### config.mk
export PLATFORM = sky130hd
export DESIGN_NAME = rspe_editor
export DESIGN_NICKNAME = d
export VERILOG_FILES = /design/src/verilog/rspe_pkg.sv /design/src/verilog/rspe_editor.sv
export SDC_FILE = /design/constraint.sdc
export NUM_CORES = 2
export LEC_CHECK = 0
export ABC_AREA = 1
export BUFFER_PORTS_ARGS = -buffer_cell sky130_fd_sc_hd__clkbuf_2
export CAP_MARGIN = 10
export CORE_ASPECT_RATIO = 1.75
export CORE_UTILIZATION = 40
export CTS_CLUSTER_SIZE = 30
export DETAILED_ROUTE_END_ITERATION = 12
export GPL_ROUTABILITY_DRIVEN = 0
export SLEW_MARGIN = 20
export SYNTH_ARGS = -nofsm -noshare
export SYNTH_HDL_FRONTEND = slang
export SYNTH_SLANG_ARGS = --single-unit
### constraint.sdc
create_clock -name sys_clk_i -period 2.6 [get_ports sys_clk_i]
set_input_delay 0.26 -clock sys_clk_i [delete_from_list [all_inputs] [get_ports sys_clk_i]]
set_output_delay 0.26 -clock sys_clk_i [all_outputs]
set_load 0.01 [all_outputs]
### src/verilog/rspe_pkg.sv
package rspe_pkg;
	localparam int RSPE_CLK_MHZ     = 25;
	localparam int RSPE_PERIOD_US   = 256;
	localparam int RSPE_PERIOD_CYC  = RSPE_PERIOD_US * RSPE_CLK_MHZ;
	localparam int RSPE_TMR_W       = 16;
	localparam int RSPE_SLOTS       = 100;
	localparam int RSPE_MEM_DEPTH   = RSPE_SLOTS - 1;
	localparam int RSPE_POS_W       = 7;
	localparam logic [RSPE_POS_W-1:0] RSPE_FIRST_SLOT = 7'h00;
	localparam logic [RSPE_POS_W-1:0] RSPE_LAST_SLOT  = 7'h63;
	localparam logic [RSPE_POS_W-1:0] RSPE_POS_ONE    = 7'h01;
	localparam logic [3:0]  RSPE_BURST_LAST  = 4'hf;
	localparam logic [7:0]  RSPE_NUL         = 8'h00;
	localparam logic [7:0]  RSPE_DELETE_CHAR = 8'h7f;
	localparam logic [15:0] RSPE_ENTRY_GUARD = 16'h0020;
	localparam logic [1:0]  RSPE_PAUSE_EXECS = 2'h2;
	// register byte offsets
	localparam logic [4:0] RSPE_REG_CTRL   = 5'h00;
	localparam logic [4:0] RSPE_REG_STATUS = 5'h04;
	localparam logic [4:0] RSPE_REG_POS    = 5'h08;
	localparam logic [4:0] RSPE_REG_CURSOR = 5'h0c;
	localparam logic [4:0] RSPE_REG_DATA   = 5'h10;
	// control bits
	localparam int RSPE_CTRL_RUN  = 0;
	localparam int RSPE_CTRL_EXIT = 1;
	localparam logic RSPE_RUN_RESET = 1'b1;
	// status bits
	localparam int RSPE_ST_COMPOSE = 0;
	localparam int RSPE_ST_REFRESH = 1;
	localparam int RSPE_ST_EDIT    = 2;
	localparam int RSPE_ST_INSERT  = 3;
	localparam int RSPE_ST_BYPASS  = 4;
	localparam int RSPE_ST_PAUSE   = 5;
	localparam int RSPE_ST_RESTORE = 6;
	localparam int RSPE_ST_MATCH   = 7;
	localparam int RSPE_ST_GLYPH   = 8;
	localparam int RSPE_ST_PEND    = 9;
	// cursor and data register fields
	localparam int RSPE_SAVED_LSB  = 8;
	localparam int RSPE_LATCH_LSB  = 8;

	typedef enum logic [2:0] {
		RSPE_SEQ_IDLE   = 3'b000,
		RSPE_SEQ_SHIFT  = 3'b001,
		RSPE_SEQ_SLOT   = 3'b010,
		RSPE_SEQ_STROBE = 3'b011,
		RSPE_SEQ_CHAR_EXECUTE   = 3'b100,
		RSPE_SEQ_SPACE  = 3'b101
	} rspe_seq_t;

	typedef enum logic [2:0] {
		RSPE_ENT_IDLE  = 3'b000,
		RSPE_ENT_LOAD  = 3'b001,
		RSPE_ENT_INPUT = 3'b010,
		RSPE_ENT_ARM   = 3'b011,
		RSPE_ENT_CLEAR = 3'b100,
		RSPE_ENT_SET   = 3'b101
	} rspe_ent_t;

	typedef struct packed {
		logic       strobe;
		logic [7:0] data;
		logic       edit;
		logic       insert;
		logic       pad_select_switch;
	} rspe_key_t;

	typedef struct packed {
		logic [7:0] display_data_bit;
		logic       memory_shift_clock;
		logic       cursor_match;
		logic       glyph_start;
		logic       view_timer_reset;
	} rspe_disp_t;

	typedef struct packed {
		logic [RSPE_POS_W-1:0] x_pos;
		logic                  x_advance_pulse;
		logic                  x_home_request;
		logic                  space_complete;
		logic                  function_complete;
	} rspe_beam_t;

	typedef struct packed {
		logic slot_execute;
		logic pad_strobe;
		logic char_execute;
		logic data_load_strobe;
		logic input_strobe;
		logic clear_set_arm;
		logic cursor_increment;
		logic cursor_decrement;
		logic saved_cursor_decrement;
		logic restore_cursor;
		logic loop_restore;
	} rspe_seq_out_t;
endpackage

### src/verilog/rspe_editor.sv
`timescale 1ns/1ns
module rspe_editor
	import rspe_pkg::*;
#(
	parameter int unsigned PERIOD_CYC = RSPE_PERIOD_CYC
) (
	input  wire logic                   sys_clk_i,
	input  wire logic                   rst_i,
	input  wire rspe_pkg::rspe_key_t    key_i,
	input  wire logic                   glyph_in_progress_i,
	input  wire logic [4:0]             avs_address_i,
	input  wire logic                   avs_read_i,
	input  wire logic                   avs_write_i,
	input  wire logic [31:0]            avs_writedata_i,
	input  wire logic [3:0]             avs_byteenable_i,
	output logic [31:0]                 avs_readdata_o,
	output logic                        avs_waitrequest_o,
	output logic                        compose_o,
	output logic                        compose_n_o,
	output logic                        refresh_flag_o,
	output logic                        receive_ready_o,
	output logic                        local_echo_enable_o,
	output logic                        pad_area_hold_o,
	output logic                        key_entry_enable_o,
	output logic                        edit_mode_flag_o,
	output logic                        edit_lamp_o,
	output logic                        insert_active_flag_o,
	output logic [7:0]                  latched_data_bit_o,
	output logic [7:0]                  send_data_bit_o,
	output rspe_pkg::rspe_disp_t        disp_o,
	output rspe_pkg::rspe_beam_t        beam_o,
	output rspe_pkg::rspe_seq_out_t     seq_o
);
	import rspe_pkg::*;

	localparam logic [RSPE_TMR_W-1:0] TMR_RELOAD = RSPE_TMR_W'(PERIOD_CYC - 1);

	typedef logic [RSPE_POS_W-1:0] rspe_pos_t;

	function automatic rspe_pos_t rspe_inc(input rspe_pos_t v);
		rspe_inc = (v == RSPE_LAST_SLOT) ? RSPE_FIRST_SLOT : v + RSPE_POS_ONE;
	endfunction

	function automatic rspe_pos_t rspe_dec(input rspe_pos_t v);
		rspe_dec = (v == RSPE_FIRST_SLOT) ? RSPE_LAST_SLOT : v - RSPE_POS_ONE;
	endfunction

	// core state
	rspe_seq_t             st_q, st_d;
	rspe_ent_t             ent_q, ent_d;
	logic [RSPE_TMR_W-1:0] tmr_q, tmr_d;
	logic [3:0]            bit_q, bit_d;
	logic [7:0]            mem_q [RSPE_MEM_DEPTH];
	logic [7:0]            mem_d [RSPE_MEM_DEPTH];
	rspe_pos_t             ptr_q, ptr_d;
	logic [7:0]            win_q, win_d;
	logic [7:0]            ins_q, ins_d;
	logic [7:0]            lat_q, lat_d;
	logic [7:0]            pend_data_q, pend_data_d;
	logic                  pend_q, pend_d;
	rspe_pos_t             pos_q, pos_d;
	rspe_pos_t             cur_q, cur_d;
	rspe_pos_t             saved_q, saved_d;
	logic                  compose_q, compose_d;
	logic                  edit_q, edit_d;
	logic                  edit_arm_q, edit_arm_d;
	logic                  ek_q, ek_d;
	logic                  insert_q, insert_d;
	logic                  bypass_q, bypass_d;
	logic                  del_q, del_d;
	logic                  inc_pend_q, inc_pend_d;
	logic [1:0]            pause_q, pause_d;
	logic                  run_q, run_d;
	logic                  exit_req;
	rspe_disp_t            disp_q, disp_d;
	rspe_beam_t            beam_q, beam_d;
	rspe_seq_out_t         seq_q, seq_d;

	always_comb begin
		st_d        = st_q;
		ent_d       = ent_q;
		bit_d       = bit_q;
		mem_d       = mem_q;
		ptr_d       = ptr_q;
		win_d       = win_q;
		ins_d       = ins_q;
		lat_d       = lat_q;
		pend_d      = pend_q;
		pend_data_d = pend_data_q;
		pos_d       = pos_q;
		cur_d       = cur_q;
		saved_d     = saved_q;
		compose_d   = compose_q;
		edit_d      = edit_q;
		edit_arm_d  = edit_arm_q;
		ek_d        = key_i.edit;
		insert_d    = insert_q;
		bypass_d    = bypass_q;
		del_d       = del_q;
		inc_pend_d  = inc_pend_q;
		pause_d     = pause_q;
		seq_d       = '0;
		seq_d.loop_restore = seq_q.loop_restore;
		beam_d      = beam_q;
		beam_d.x_advance_pulse   = 1'b0;
		beam_d.x_home_request    = 1'b0;
		beam_d.space_complete    = 1'b0;
		beam_d.function_complete = 1'b0;
		disp_d      = disp_q;
		disp_d.memory_shift_clock = 1'b0;
		disp_d.glyph_start        = 1'b0;
		disp_d.view_timer_reset   = 1'b0;
		tmr_d = (tmr_q == '0) ? TMR_RELOAD : tmr_q - 1'b1;

		// compose entry; strobes in compose queue a character instead
		if (key_i.strobe && !compose_q && key_i.pad_select_switch) begin
			compose_d = 1'b1;
		end else if (key_i.strobe && compose_q && !pend_q) begin
			pend_d      = 1'b1;
			pend_data_d = key_i.data;
		end

		// edit key: press saves or restores, release toggles the flag
		if (key_i.edit && !ek_q && compose_q) begin
			edit_arm_d = 1'b1;
			if (!edit_q) begin
				saved_d = cur_q;
			end else begin
				cur_d = saved_q;
				seq_d.restore_cursor = 1'b1;
			end
		end
		if (!key_i.edit && ek_q && edit_arm_q) begin
			edit_arm_d = 1'b0;
			edit_d     = !edit_q;
		end

		unique case (st_q)
			RSPE_SEQ_IDLE: begin
				if (tmr_q == '0 && compose_q && run_q) begin
					st_d  = RSPE_SEQ_SHIFT;
					bit_d = '0;
				end
			end
			RSPE_SEQ_SHIFT: begin
				bit_d = bit_q + 1'b1;
				disp_d.memory_shift_clock = !bit_q[0];
				if (bit_q == RSPE_BURST_LAST) begin
					// empty slots are plain nulls and move like any character
					win_d = mem_q[ptr_q];
					if (insert_q) begin
						mem_d[ptr_q] = ins_q;
						ins_d        = win_q;
					end else begin
						mem_d[ptr_q] = win_q;
					end
					ptr_d = (ptr_q == RSPE_POS_W'(RSPE_MEM_DEPTH - 1)) ? '0 : ptr_q + 1'b1;
					st_d  = RSPE_SEQ_SLOT;
					seq_d.slot_execute = 1'b1;
					pos_d = rspe_inc(pos_q);
					if (inc_pend_q) begin
						cur_d      = rspe_inc(cur_q);
						inc_pend_d = 1'b0;
						seq_d.cursor_increment = 1'b1;
					end
					if (edit_q && key_i.insert && !insert_q && disp_q.cursor_match) begin
						insert_d = 1'b1;
						ins_d    = RSPE_NUL;
					end
					if (pos_q == RSPE_LAST_SLOT) begin
						// first slot has entered: end loop restore and home the beam
						seq_d.loop_restore    = 1'b0;
						beam_d.x_home_request = 1'b1;
						beam_d.x_pos          = '0;
						pause_d               = RSPE_PAUSE_EXECS;
						bypass_d              = 1'b0;
						// the insert stage is dropped; its slot is assumed empty
						insert_d              = 1'b0;
					end else if (pos_d == RSPE_LAST_SLOT) begin
						seq_d.loop_restore = 1'b1;
					end
				end
			end
			RSPE_SEQ_SLOT: begin
				st_d = RSPE_SEQ_STROBE;
				seq_d.pad_strobe = 1'b1;
			end
			RSPE_SEQ_STROBE: begin
				st_d = RSPE_SEQ_CHAR_EXECUTE;
				if (pause_q == '0) begin
					seq_d.char_execute      = 1'b1;
					beam_d.x_advance_pulse  = 1'b1;
					disp_d.glyph_start      = 1'b1;
					disp_d.view_timer_reset = 1'b1;
					beam_d.x_pos = (beam_q.x_pos == RSPE_LAST_SLOT) ? '0 : beam_q.x_pos + 1'b1;
				end else begin
					pause_d = pause_q - 1'b1;
				end
			end
			RSPE_SEQ_CHAR_EXECUTE: begin
				st_d = RSPE_SEQ_SPACE;
				beam_d.space_complete = seq_q.char_execute;
			end
			RSPE_SEQ_SPACE: begin
				st_d = RSPE_SEQ_IDLE;
				// function complete carries no action while composing
				beam_d.function_complete = beam_q.space_complete;
			end
			default: st_d = RSPE_SEQ_IDLE;
		endcase

		// character entry runs only between bursts, never across one
		unique case (ent_q)
			RSPE_ENT_IDLE: begin
				if (pend_q && disp_q.cursor_match && st_q == RSPE_SEQ_IDLE
					&& tmr_q > RSPE_ENTRY_GUARD) begin
					ent_d  = RSPE_ENT_LOAD;
					pend_d = 1'b0;
					lat_d  = pend_data_q;
					seq_d.data_load_strobe = 1'b1;
					inc_pend_d = 1'b1;
					del_d = edit_q && !insert_q && pend_data_q == RSPE_DELETE_CHAR;
					if (edit_q && !insert_q && pend_data_q == RSPE_DELETE_CHAR) begin
						cur_d    = rspe_dec(cur_q);
						saved_d  = rspe_dec(saved_q);
						bypass_d = 1'b1;
						seq_d.cursor_decrement       = 1'b1;
						seq_d.saved_cursor_decrement = 1'b1;
					end else if (insert_q) begin
						saved_d = rspe_inc(saved_q);
					end
				end
			end
			RSPE_ENT_LOAD: begin
				ent_d = RSPE_ENT_INPUT;
				seq_d.input_strobe = 1'b1;
			end
			RSPE_ENT_INPUT: begin
				ent_d = RSPE_ENT_ARM;
				seq_d.clear_set_arm = 1'b1;
			end
			RSPE_ENT_ARM: begin
				ent_d = RSPE_ENT_CLEAR;
				if (insert_q) begin
					ins_d = RSPE_NUL;
				end else begin
					win_d = RSPE_NUL;
				end
			end
			RSPE_ENT_CLEAR: begin
				ent_d = RSPE_ENT_SET;
				if (del_q) begin
					lat_d = RSPE_NUL;
					beam_d.function_complete = 1'b1;
				end else if (insert_q) begin
					ins_d = lat_q;
				end else begin
					win_d = lat_q;
				end
			end
			RSPE_ENT_SET: begin
				ent_d = RSPE_ENT_IDLE;
				del_d = 1'b0;
			end
			default: ent_d = RSPE_ENT_IDLE;
		endcase

		// exit must win before match is formed, or entry enable outlives compose
		if (exit_req) begin
			compose_d = 1'b0;
			edit_d    = 1'b0;
			insert_d  = 1'b0;
			pend_d    = 1'b0;
		end

		disp_d.display_data_bit = win_d;
		disp_d.cursor_match     = compose_d && (cur_d == pos_d);
	end

	always_ff @(posedge sys_clk_i) begin
		if (rst_i) begin
			st_q        <= RSPE_SEQ_IDLE;
			ent_q       <= RSPE_ENT_IDLE;
			tmr_q       <= '0;
			bit_q       <= '0;
			ptr_q       <= '0;
			win_q       <= RSPE_NUL;
			ins_q       <= RSPE_NUL;
			lat_q       <= RSPE_NUL;
			pend_q      <= 1'b0;
			pend_data_q <= RSPE_NUL;
			pos_q       <= RSPE_FIRST_SLOT;
			cur_q       <= RSPE_FIRST_SLOT;
			saved_q     <= RSPE_FIRST_SLOT;
			compose_q   <= 1'b0;
			edit_q      <= 1'b0;
			edit_arm_q  <= 1'b0;
			ek_q        <= 1'b0;
			insert_q    <= 1'b0;
			bypass_q    <= 1'b0;
			del_q       <= 1'b0;
			inc_pend_q  <= 1'b0;
			pause_q     <= '0;
			disp_q      <= '0;
			beam_q      <= '0;
			seq_q       <= '0;
			for (int i = 0; i < RSPE_MEM_DEPTH; i++) begin
				mem_q[i] <= RSPE_NUL;
			end
		end else begin
			st_q        <= st_d;
			ent_q       <= ent_d;
			tmr_q       <= tmr_d;
			bit_q       <= bit_d;
			mem_q       <= mem_d;
			ptr_q       <= ptr_d;
			win_q       <= win_d;
			ins_q       <= ins_d;
			lat_q       <= lat_d;
			pend_q      <= pend_d;
			pend_data_q <= pend_data_d;
			pos_q       <= pos_d;
			cur_q       <= cur_d;
			saved_q     <= saved_d;
			compose_q   <= compose_d;
			edit_q      <= edit_d;
			edit_arm_q  <= edit_arm_d;
			ek_q        <= ek_d;
			insert_q    <= insert_d;
			bypass_q    <= bypass_d;
			del_q       <= del_d;
			inc_pend_q  <= inc_pend_d;
			pause_q     <= pause_d;
			disp_q      <= disp_d;
			beam_q      <= beam_d;
			seq_q       <= seq_d;
		end
	end

	// avalon slave: one wait cycle, then a single answer cycle
	logic        ack_q, ack_d;
	logic [31:0] rdata_q, rdata_d;
	logic        wr_ok;

	always_comb begin
		ack_d    = (avs_read_i || avs_write_i) && !ack_q;
		rdata_d  = rdata_q;
		run_d    = run_q;
		wr_ok    = ack_d && avs_write_i && avs_address_i == RSPE_REG_CTRL && avs_byteenable_i[0];
		exit_req = wr_ok && avs_writedata_i[RSPE_CTRL_EXIT];
		if (wr_ok) begin
			run_d = avs_writedata_i[RSPE_CTRL_RUN];
		end
		if (ack_d && avs_read_i) begin
			rdata_d = '0;
			unique case (avs_address_i)
				RSPE_REG_CTRL:   rdata_d[RSPE_CTRL_RUN] = run_q;
				RSPE_REG_STATUS: begin
					rdata_d[RSPE_ST_COMPOSE] = compose_q;
					rdata_d[RSPE_ST_REFRESH] = compose_q;
					rdata_d[RSPE_ST_EDIT]    = edit_q;
					rdata_d[RSPE_ST_INSERT]  = insert_q;
					rdata_d[RSPE_ST_BYPASS]  = bypass_q;
					rdata_d[RSPE_ST_PAUSE]   = pause_q != '0;
					rdata_d[RSPE_ST_RESTORE] = seq_q.loop_restore;
					rdata_d[RSPE_ST_MATCH]   = disp_q.cursor_match;
					rdata_d[RSPE_ST_GLYPH]   = glyph_in_progress_i;
					rdata_d[RSPE_ST_PEND]    = pend_q;
				end
				RSPE_REG_POS:    rdata_d[RSPE_POS_W-1:0] = pos_q;
				RSPE_REG_CURSOR: begin
					rdata_d[RSPE_POS_W-1:0] = cur_q;
					rdata_d[RSPE_SAVED_LSB +: RSPE_POS_W] = saved_q;
				end
				RSPE_REG_DATA: begin
					rdata_d[7:0] = win_q;
					rdata_d[RSPE_LATCH_LSB +: 8] = lat_q;
				end
				default: rdata_d = '0;
			endcase
		end
	end

	always_ff @(posedge sys_clk_i) begin
		if (rst_i) begin
			ack_q   <= 1'b0;
			rdata_q <= '0;
			run_q   <= RSPE_RUN_RESET;
		end else begin
			ack_q   <= ack_d;
			rdata_q <= rdata_d;
			run_q   <= run_d;
		end
	end

	// compose, refresh and echo share one flag in refreshed operation
	logic comp_n_q;
	logic rdy_q;
	always_ff @(posedge sys_clk_i) begin
		if (rst_i) begin
			comp_n_q <= 1'b1;
			rdy_q    <= 1'b1;
		end else begin
			comp_n_q <= !compose_d;
			rdy_q    <= !compose_d;
		end
	end

	assign avs_waitrequest_o    = !ack_q;
	assign avs_readdata_o       = rdata_q;
	assign compose_o            = compose_q;
	assign compose_n_o          = comp_n_q;
	assign refresh_flag_o       = compose_q;
	assign receive_ready_o      = rdy_q;
	assign local_echo_enable_o  = !rdy_q;
	assign pad_area_hold_o      = compose_q;
	assign key_entry_enable_o   = disp_q.cursor_match;
	assign edit_mode_flag_o     = edit_q;
	assign edit_lamp_o          = edit_q;
	assign insert_active_flag_o = insert_q;
	assign latched_data_bit_o   = lat_q;
	assign send_data_bit_o      = win_q;
	assign disp_o               = disp_q;
	assign beam_o               = beam_q;
	assign seq_o                = seq_q;

	chk_compose_entry: assert property (@(posedge sys_clk_i) disable iff (rst_i)
		key_i.strobe && key_i.pad_select_switch && !compose_q && !exit_req
		|=> compose_o && !compose_n_o && refresh_flag_o)
		else $error("compose not entered on strobe");
	chk_echo_refresh: assert property (@(posedge sys_clk_i) disable iff (rst_i)
		refresh_flag_o |-> !receive_ready_o && local_echo_enable_o)
		else $error("ready or echo wrong during refresh");
	chk_burst_slot: assert property (@(posedge sys_clk_i) disable iff (rst_i)
		st_q == RSPE_SEQ_IDLE ##1 st_q == RSPE_SEQ_SHIFT |-> ##16 seq_o.slot_execute)
		else $error("slot execute not after sixteen shift cycles");
	chk_char_execute_order: assert property (@(posedge sys_clk_i) disable iff (rst_i)
		seq_o.slot_execute |=> seq_o.pad_strobe ##1 (seq_o.char_execute == (pause_q == '0)
		|| seq_o.char_execute == ($past(pause_q) == '0)))
		else $error("strobe or execute out of order");
	chk_pos_step: assert property (@(posedge sys_clk_i) disable iff (rst_i)
		seq_o.slot_execute |-> pos_q == rspe_inc($past(pos_q)))
		else $error("position counter did not step");
	chk_x_step: assert property (@(posedge sys_clk_i) disable iff (rst_i)
		beam_o.x_advance_pulse |=> beam_o.space_complete ##1 beam_o.function_complete)
		else $error("space or function complete missing");
	chk_restore_last: assert property (@(posedge sys_clk_i) disable iff (rst_i)
		seq_o.slot_execute && pos_q == RSPE_LAST_SLOT |-> seq_o.loop_restore)
		else $error("loop restore not raised at last slot");
	chk_pause_home: assert property (@(posedge sys_clk_i) disable iff (rst_i)
		beam_o.x_home_request |-> beam_o.x_pos == '0 && !seq_o.loop_restore
		##2 !seq_o.char_execute && !beam_o.x_advance_pulse)
		else $error("execute not held off during pause");
	chk_match_enable: assert property (@(posedge sys_clk_i) disable iff (rst_i)
		key_entry_enable_o == (compose_o && cur_q == pos_q))
		else $error("entry enable disagrees with cursor match");
	chk_clear_set: assert property (@(posedge sys_clk_i) disable iff (rst_i)
		seq_o.data_load_strobe |=> seq_o.input_strobe ##1 seq_o.clear_set_arm)
		else $error("clear and set sequence broken");
	chk_edit_save: assert property (@(posedge sys_clk_i) disable iff (rst_i)
		key_i.edit && !ek_q && compose_q && !edit_q && !exit_req |=> saved_q == $past(cur_q))
		else $error("cursor not saved on edit");
endmodule

After elaboration in Yosys (flattened, before gate mapping)
Cells that the tools add are included.
{"block": "op_classes", "n_addsub": 10, "magnitude_cmp": 3, "eq_ne": 30, "muxes": 105, "bitwise_logic": 9, "reduce_logical": 71}
{"op": "$bwmux 792", "n": 2}
{"op": "$mux 792", "n": 1}
{"op": "$mux 7", "n": 24}
{"op": "$mux 8", "n": 18}
{"op": "$bmux 8 s7", "n": 1}
{"op": "$demux 8 s7", "n": 1}
{"op": "$pmux 8 s2", "n": 3}
{"op": "$eq 7x7->1 const B", "n": 6}
{"op": "$add 7x1->7 const B", "n": 5}
{"op": "$mux 1", "n": 34}
{"op": "$pmux 3 s5", "n": 2}
{"op": "$logic_and 1x1->1", "n": 26}
{"op": "$pmux 6 s4", "n": 1}
{"op": "$gt 16x6->1 const B", "n": 1}
{"op": "$logic_not 16->1", "n": 1}
{"op": "$reduce_or 2->1", "n": 8}
{"op": "$sub 16x1->16 const B", "n": 1}
{"op": "$logic_not 7->1", "n": 2}
{"op": "$ne 2x2->1 const B", "n": 7}
{"op": "$pmux 7 s2", "n": 1}
{"op": "$reduce_bool 2->1", "n": 7}
{"op": "$sub 7x1->7 const B", "n": 2}
{"op": "$mux 13", "n": 1}
{"op": "$eq 3x2->1 const B", "n": 4}
{"op": "32 further kinds", "n": 69}
{"block": "word_totals", "ff_bits": 934, "input_bits": 58, "output_inout_bits": 93, "wordCells": 374}

Depth between registers and ports, before layout
{"block": "depth", "word_depth": 12, "mapped_depth": 18, "depth_no_buf": 16}

Worst setup path before layout
No wires, ideal clock.
{"block": "synth_timing", "path_type": "reg-to-reg", "from": "reg bit_q[0]", "to": "reg mem_q[630] (netlist bit)", "setup_time_ns": 0.119, "arrival_time_ns": 1.844, "required_time_ns": 2.481, "setup_slack_ns": 0.637, "path_stages_with_launch": 12, "path_buffers": 3, "period_less_slack_ns": 1.963, "path_cell_list": "dfxtp_1 ha_1 nand3_1 inv_1 nand2_1 buf_4 buf_4 nor2_1 nand2_1 buf_2 o21ai_0 a21oi_1"}
{"block": "synth_via", "elab_chain_len": 2}
{"element": "start, declared", "line": "rspe_editor.sv:52", "source": "logic [3:0] bit_q, bit_d;"}
{"element": "start signal, assigned", "line": "rspe_editor.sv:314", "source": "bit_q <= bit_d;"}
{"element": "$eq 4x4->1", "line": "rspe_editor.sv:148", "source": "if (bit_q == RSPE_BURST_LAST) begin"}
{"element": "$reduce_and 2->1 (no line)"}
{"element": "end signal, assigned", "line": "rspe_editor.sv:315", "source": "mem_q <= mem_d;"}
{"element": "end, declared", "line": "rspe_editor.sv:53", "source": "logic [7:0] mem_q [RSPE_MEM_DEPTH];"}
Every way passes these cells.
A chain may end at the register's enable or synchronous reset.

Worst setup path after layout
{"block": "layout_timing", "from": "reg ptr_q[0]", "to": "reg disp_q (netlist bit disp_o[9])"}
{"block": "layout_via", "elab_chain_len": 9, "word_cells_on_any_way": 10, "classes_between": "mux: 9; bitwise: 1"}
{"element": "start, declared", "line": "rspe_editor.sv:55", "source": "rspe_pos_t ptr_q, ptr_d;"}
{"element": "start signal, assigned", "line": "rspe_editor.sv:316", "source": "ptr_q <= ptr_d;"}
{"element": "$not 7->8 (not written as such) *", "line": "rspe_editor.sv:150", "source": "win_d = mem_q[ptr_q];"}
{"element": "$bmux 8 s7 *", "line": "rspe_editor.sv:150"}
{"element": "$mux 8 (not written as such) * (2 in a row)", "line": "rspe_editor.sv:150"}
{"element": "$mux 8 *", "line": "rspe_editor.sv:148"}
{"element": "$mux 8 *", "line": "rspe_editor.sv:138", "source": "unique case (st_q)"}
{"element": "$mux 8", "line": "rspe_editor.sv:255", "source": "end else if (insert_q) begin"}
{"element": "$mux 8", "line": "rspe_editor.sv:252", "source": "if (del_q) begin"}
{"element": "$pmux 8 s2 *", "line": "rspe_editor.sv:213", "source": "unique case (ent_q)"}
{"element": "end signal, assigned", "line": "rspe_editor.sv:334", "source": "disp_q <= disp_d;"}
{"element": "end, declared", "line": "rspe_editor.sv:75", "source": "rspe_disp_t disp_q, disp_d;"}
Every way passes the cells marked *; elsewhere a longest branch is shown, timed or not. The select of a mux whose other input is x is not followed.

==> flow_summary.ini <==
[run_status]
status = completed

[critical_path]
critical_path_required_ns = 3.18
critical_path_class = register to register
reg2reg_from = ptr_q[0]
path_common_cell = nand2_1
r2r_setup_slack_ns = 0.04
critical-path-top-delay-family = simple AND/OR/NAND/NOR gates
critPathSlowestCell = dfxtp_4
rr_endpoint = disp_o[9]
critical_path_arrival_ns = 3.14
cpPeakStageDelay_ns = 0.37
path_cells = buf_4 -> inv_4 -> buf_4 -> buf_4 -> nand2_1 -> nand3_1 -> nand2_1 -> nor2_2 -> nor2_1 -> nor2_1 -> nand2_1 -> nand2_1 -> nand2_1 -> inv_1 -> nand2_1 -> nand2_1 -> a21oi_1
crit_buf_inv = 5
critPathMaxFanout = 12
startpoint_type = register
rr_worst_depth = 17
cp-end-kind = register

[cells_and_area]
fin_cells = 8113
ff_latch_area_um2 = 18630
nets = 6668
multi_input_area_um2 = 19890
fill_cells = 11314
final_core_util_pct = 46.27
area_growth_pct = 14.71
drive_gt1_share_pct = 8.897
final_area_um2 = 50200

[routing]
num_vias = 41161
drt_wl_total_um = 141800
firstDrtPassIters = 6
drc_errors = 0
wire_per_inst_um = 17.48
drtIter0Drc = 2932
drtAntennaViolNets = 0
viasPerCell = 5.073

[power]
vdd_drop_max_v = 0.0006871
power.density_nw_per_um2 = 576.3
total_power_mw = 28.93
power.leakage_nw = 19.59

[clock_network]
cts-root-buf = clkbuf_16
clockBufferDepth = 3
worstSkewPairLatency_ns = 0.70
htreeDepth = 3
cts.sinks = 930
clk_pin_slew_ns = 0.07
cts_buffers = 89
cts_tree = done

[sta]
hold_viol_final = 0
setup_viol = 0
drv_slew = 0
fmax_ghz = 0.3911
worstMarginPinSlew_ns = 1.036
post-route-min-period_ns = 2.557
skew_ns = 0.02339
holdWs_ns = 0.1033
relSlewSlack_pct = 30.65
rsz0062_at_grt = true
setup-tns-final_ns = 0
period_share_pct = 98.34
fin_ws_ns = 0.04309

[yosys]
synth_top_area_share_pct = 42.54
ys.warnings.count = 0
synth.area.top_cells = dfxtp_1 (43%), nand2_1 (14%), o21ai_0 (12%)
synth.most_common_cell = nand2_1
synth_compound_area_share_pct = 24.57
synth_cell_types = 44
syn_inst = 6613
ys_seq_area_share_pct = 42.54
ys_ff_latch = 930
synthXorXnorAreaFrac_pct = 0.4003
ys_top_cells_by_count = nand2_1 (1660), o21ai_0 (1073), dfxtp_1 (930)
ys.flop_type = dfxtp_1
synthAdderAreaFrac_pct = 0.4288
yosys.area_share.simple_pct = 19.21
avgSynthCellArea_um2 = 6.618
yosys.area.top_type = dfxtp_1
async_reset_ff_share_pct = 0
synth_top_family_by_area = compound AO/OA/AOI/OAI gates
netlist_area_um2 = 43760
synth.area.mux_share_pct = 0
synth_edf_count = 0

[min_path]
whs_endpoint = insert_active_flag_o
hold_path_class = primary input to register
min-delay-start = key_i[1]
whs_path_depth = 5

[placed_design]
place_inst = 7934
place_ws_ns = -0.2378
io_buffer_count = 101
placed_area_um2 = 46790
place.detailed.hpwl_um = 95510

[global_route]
grt.total_usage_pct = 25.25
antenna_found_initial = 0
gr-total-overflow = 0
grt_pass1_wl_um = 218900
grt_max_degree = 95
grt_pass1_vias = 38506

[die]
num_rows = 160
die_x_um = 252.0
initial_core_util_pct = 40.33
die-area_um2 = 110800
pin_count = 151
die_y_um = 439.6
core_area_um2 = 108500

[job]
cap_violations = 0
[state kept, by name, indices dropped and copies added, names as in the netlist, 2 cells and up]
signal and count:
ptr_q 7, saved_q 7, tmr_q 16, latched_data_bit_o 8
bit_q 4, ins_q 8, beam_o 10, cur_q 7
mem_q 792, pend_data_q 8, pause_q 2, avs_readdata_o 16
st_q 3, seq_o 9, disp_o 10, ent_q 3
pos_q 7
[final cells by class]
class / count / share of cell area, %
sequential: 930 / 37.10
inverter: 924 / 6.939
clock buffer: 132 / 5.386
timing repair buffer: 370 / 7.049
tap: 1458 / 3.634
multi-input combinational: 4280 / 39.62
antenna: 1 / 0.004985
clock inverter: 18 / 0.2667
[layout by cell type, fill, tap and decap left out, types with 19 or more instances in the layout]
cell type and instances:
nand3_1 126, nand2_2 46, a21oi_1 873, dlygate4sd3_1 19, o22ai_1 35, nand2_1 1614, clkbuf_16 95, clkbuf_2 101
nor2_2 20, dfxtp_1 927, nor3_1 27, buf_4 172, o211ai_1 58, inv_1 911, clkbuf_8 23, o21ai_0 1070
nor2_1 268, buf_12 70
[worst max-delay path by stage]
stage / startpoint / to / slack, ns / depth (start not counted)
2_1_floorplan: bit_q[0] / mem_q[630] / 0.64 / 11
3_3_place_gp: st_q[2] / key_entry_enable_o / -0.19 / 13
3_5_place_dp: st_q[0] / key_entry_enable_o / -0.24 / 13
4_1_cts: bit_q[0] / mem_q[324] / -0.14 / 9
5_1_grt: bit_q[0] / key_entry_enable_o / -0.06 / 15
6_report: ptr_q[0] / disp_o[9] / 0.04 / 17
[where the power goes]
group / internal, mW / switching [mW]
clock: 7.25 / 5.78
combinational: 0.482 / 0.918
sequential: 14.4 / 0.109
total: 22.1 / 6.80
[timing repair]
item	CTS	global route
hold buffers	19	0
gates resized for setup	14	60
setup endpoints to repair	128	578
endpoints found under the hold margin	20	0
cloned	0	2
buffers inserted	0	7
pin swaps	0	3
[routing by layer]
layer  global-route usage (%)  vias to the layer above  share of wire [%]
li1                         -                    20990                  -
met1                    27.79                    18727                 39
met2                    45.07                     1042                 50
met3                    2.906                      402                4.0
met4                    17.43                        0                7.4
met5                        0                        -                  0
[kinds of logic (layout without fill, tap and decap cells)]
family	Yosys count	count (layout)
flops	930	930
xor+xnor	20	20
other cells	1	17
buf+inv	1418	1444
fa+ha+maj	15	15
compound gates	2086	2086
simple gates	2143	2143
[worst register-to-register path: stages (launching register included)]
cell and delay (ns):
dfxtp_4 0.37, buf_4 0.18, inv_4 0.07, buf_4 0.16, buf_4 0.24, nand2_1 0.08, nand3_1 0.08, nand2_1 0.12
nor2_2 0.18, nor2_1 0.05, nor2_1 0.24, nand2_1 0.21, nand2_1 0.10, nand2_1 0.05, inv_1 0.05, nand2_1 0.10
nand2_1 0.08, a21oi_1 0.06
(Power assumes the default switching activity.)
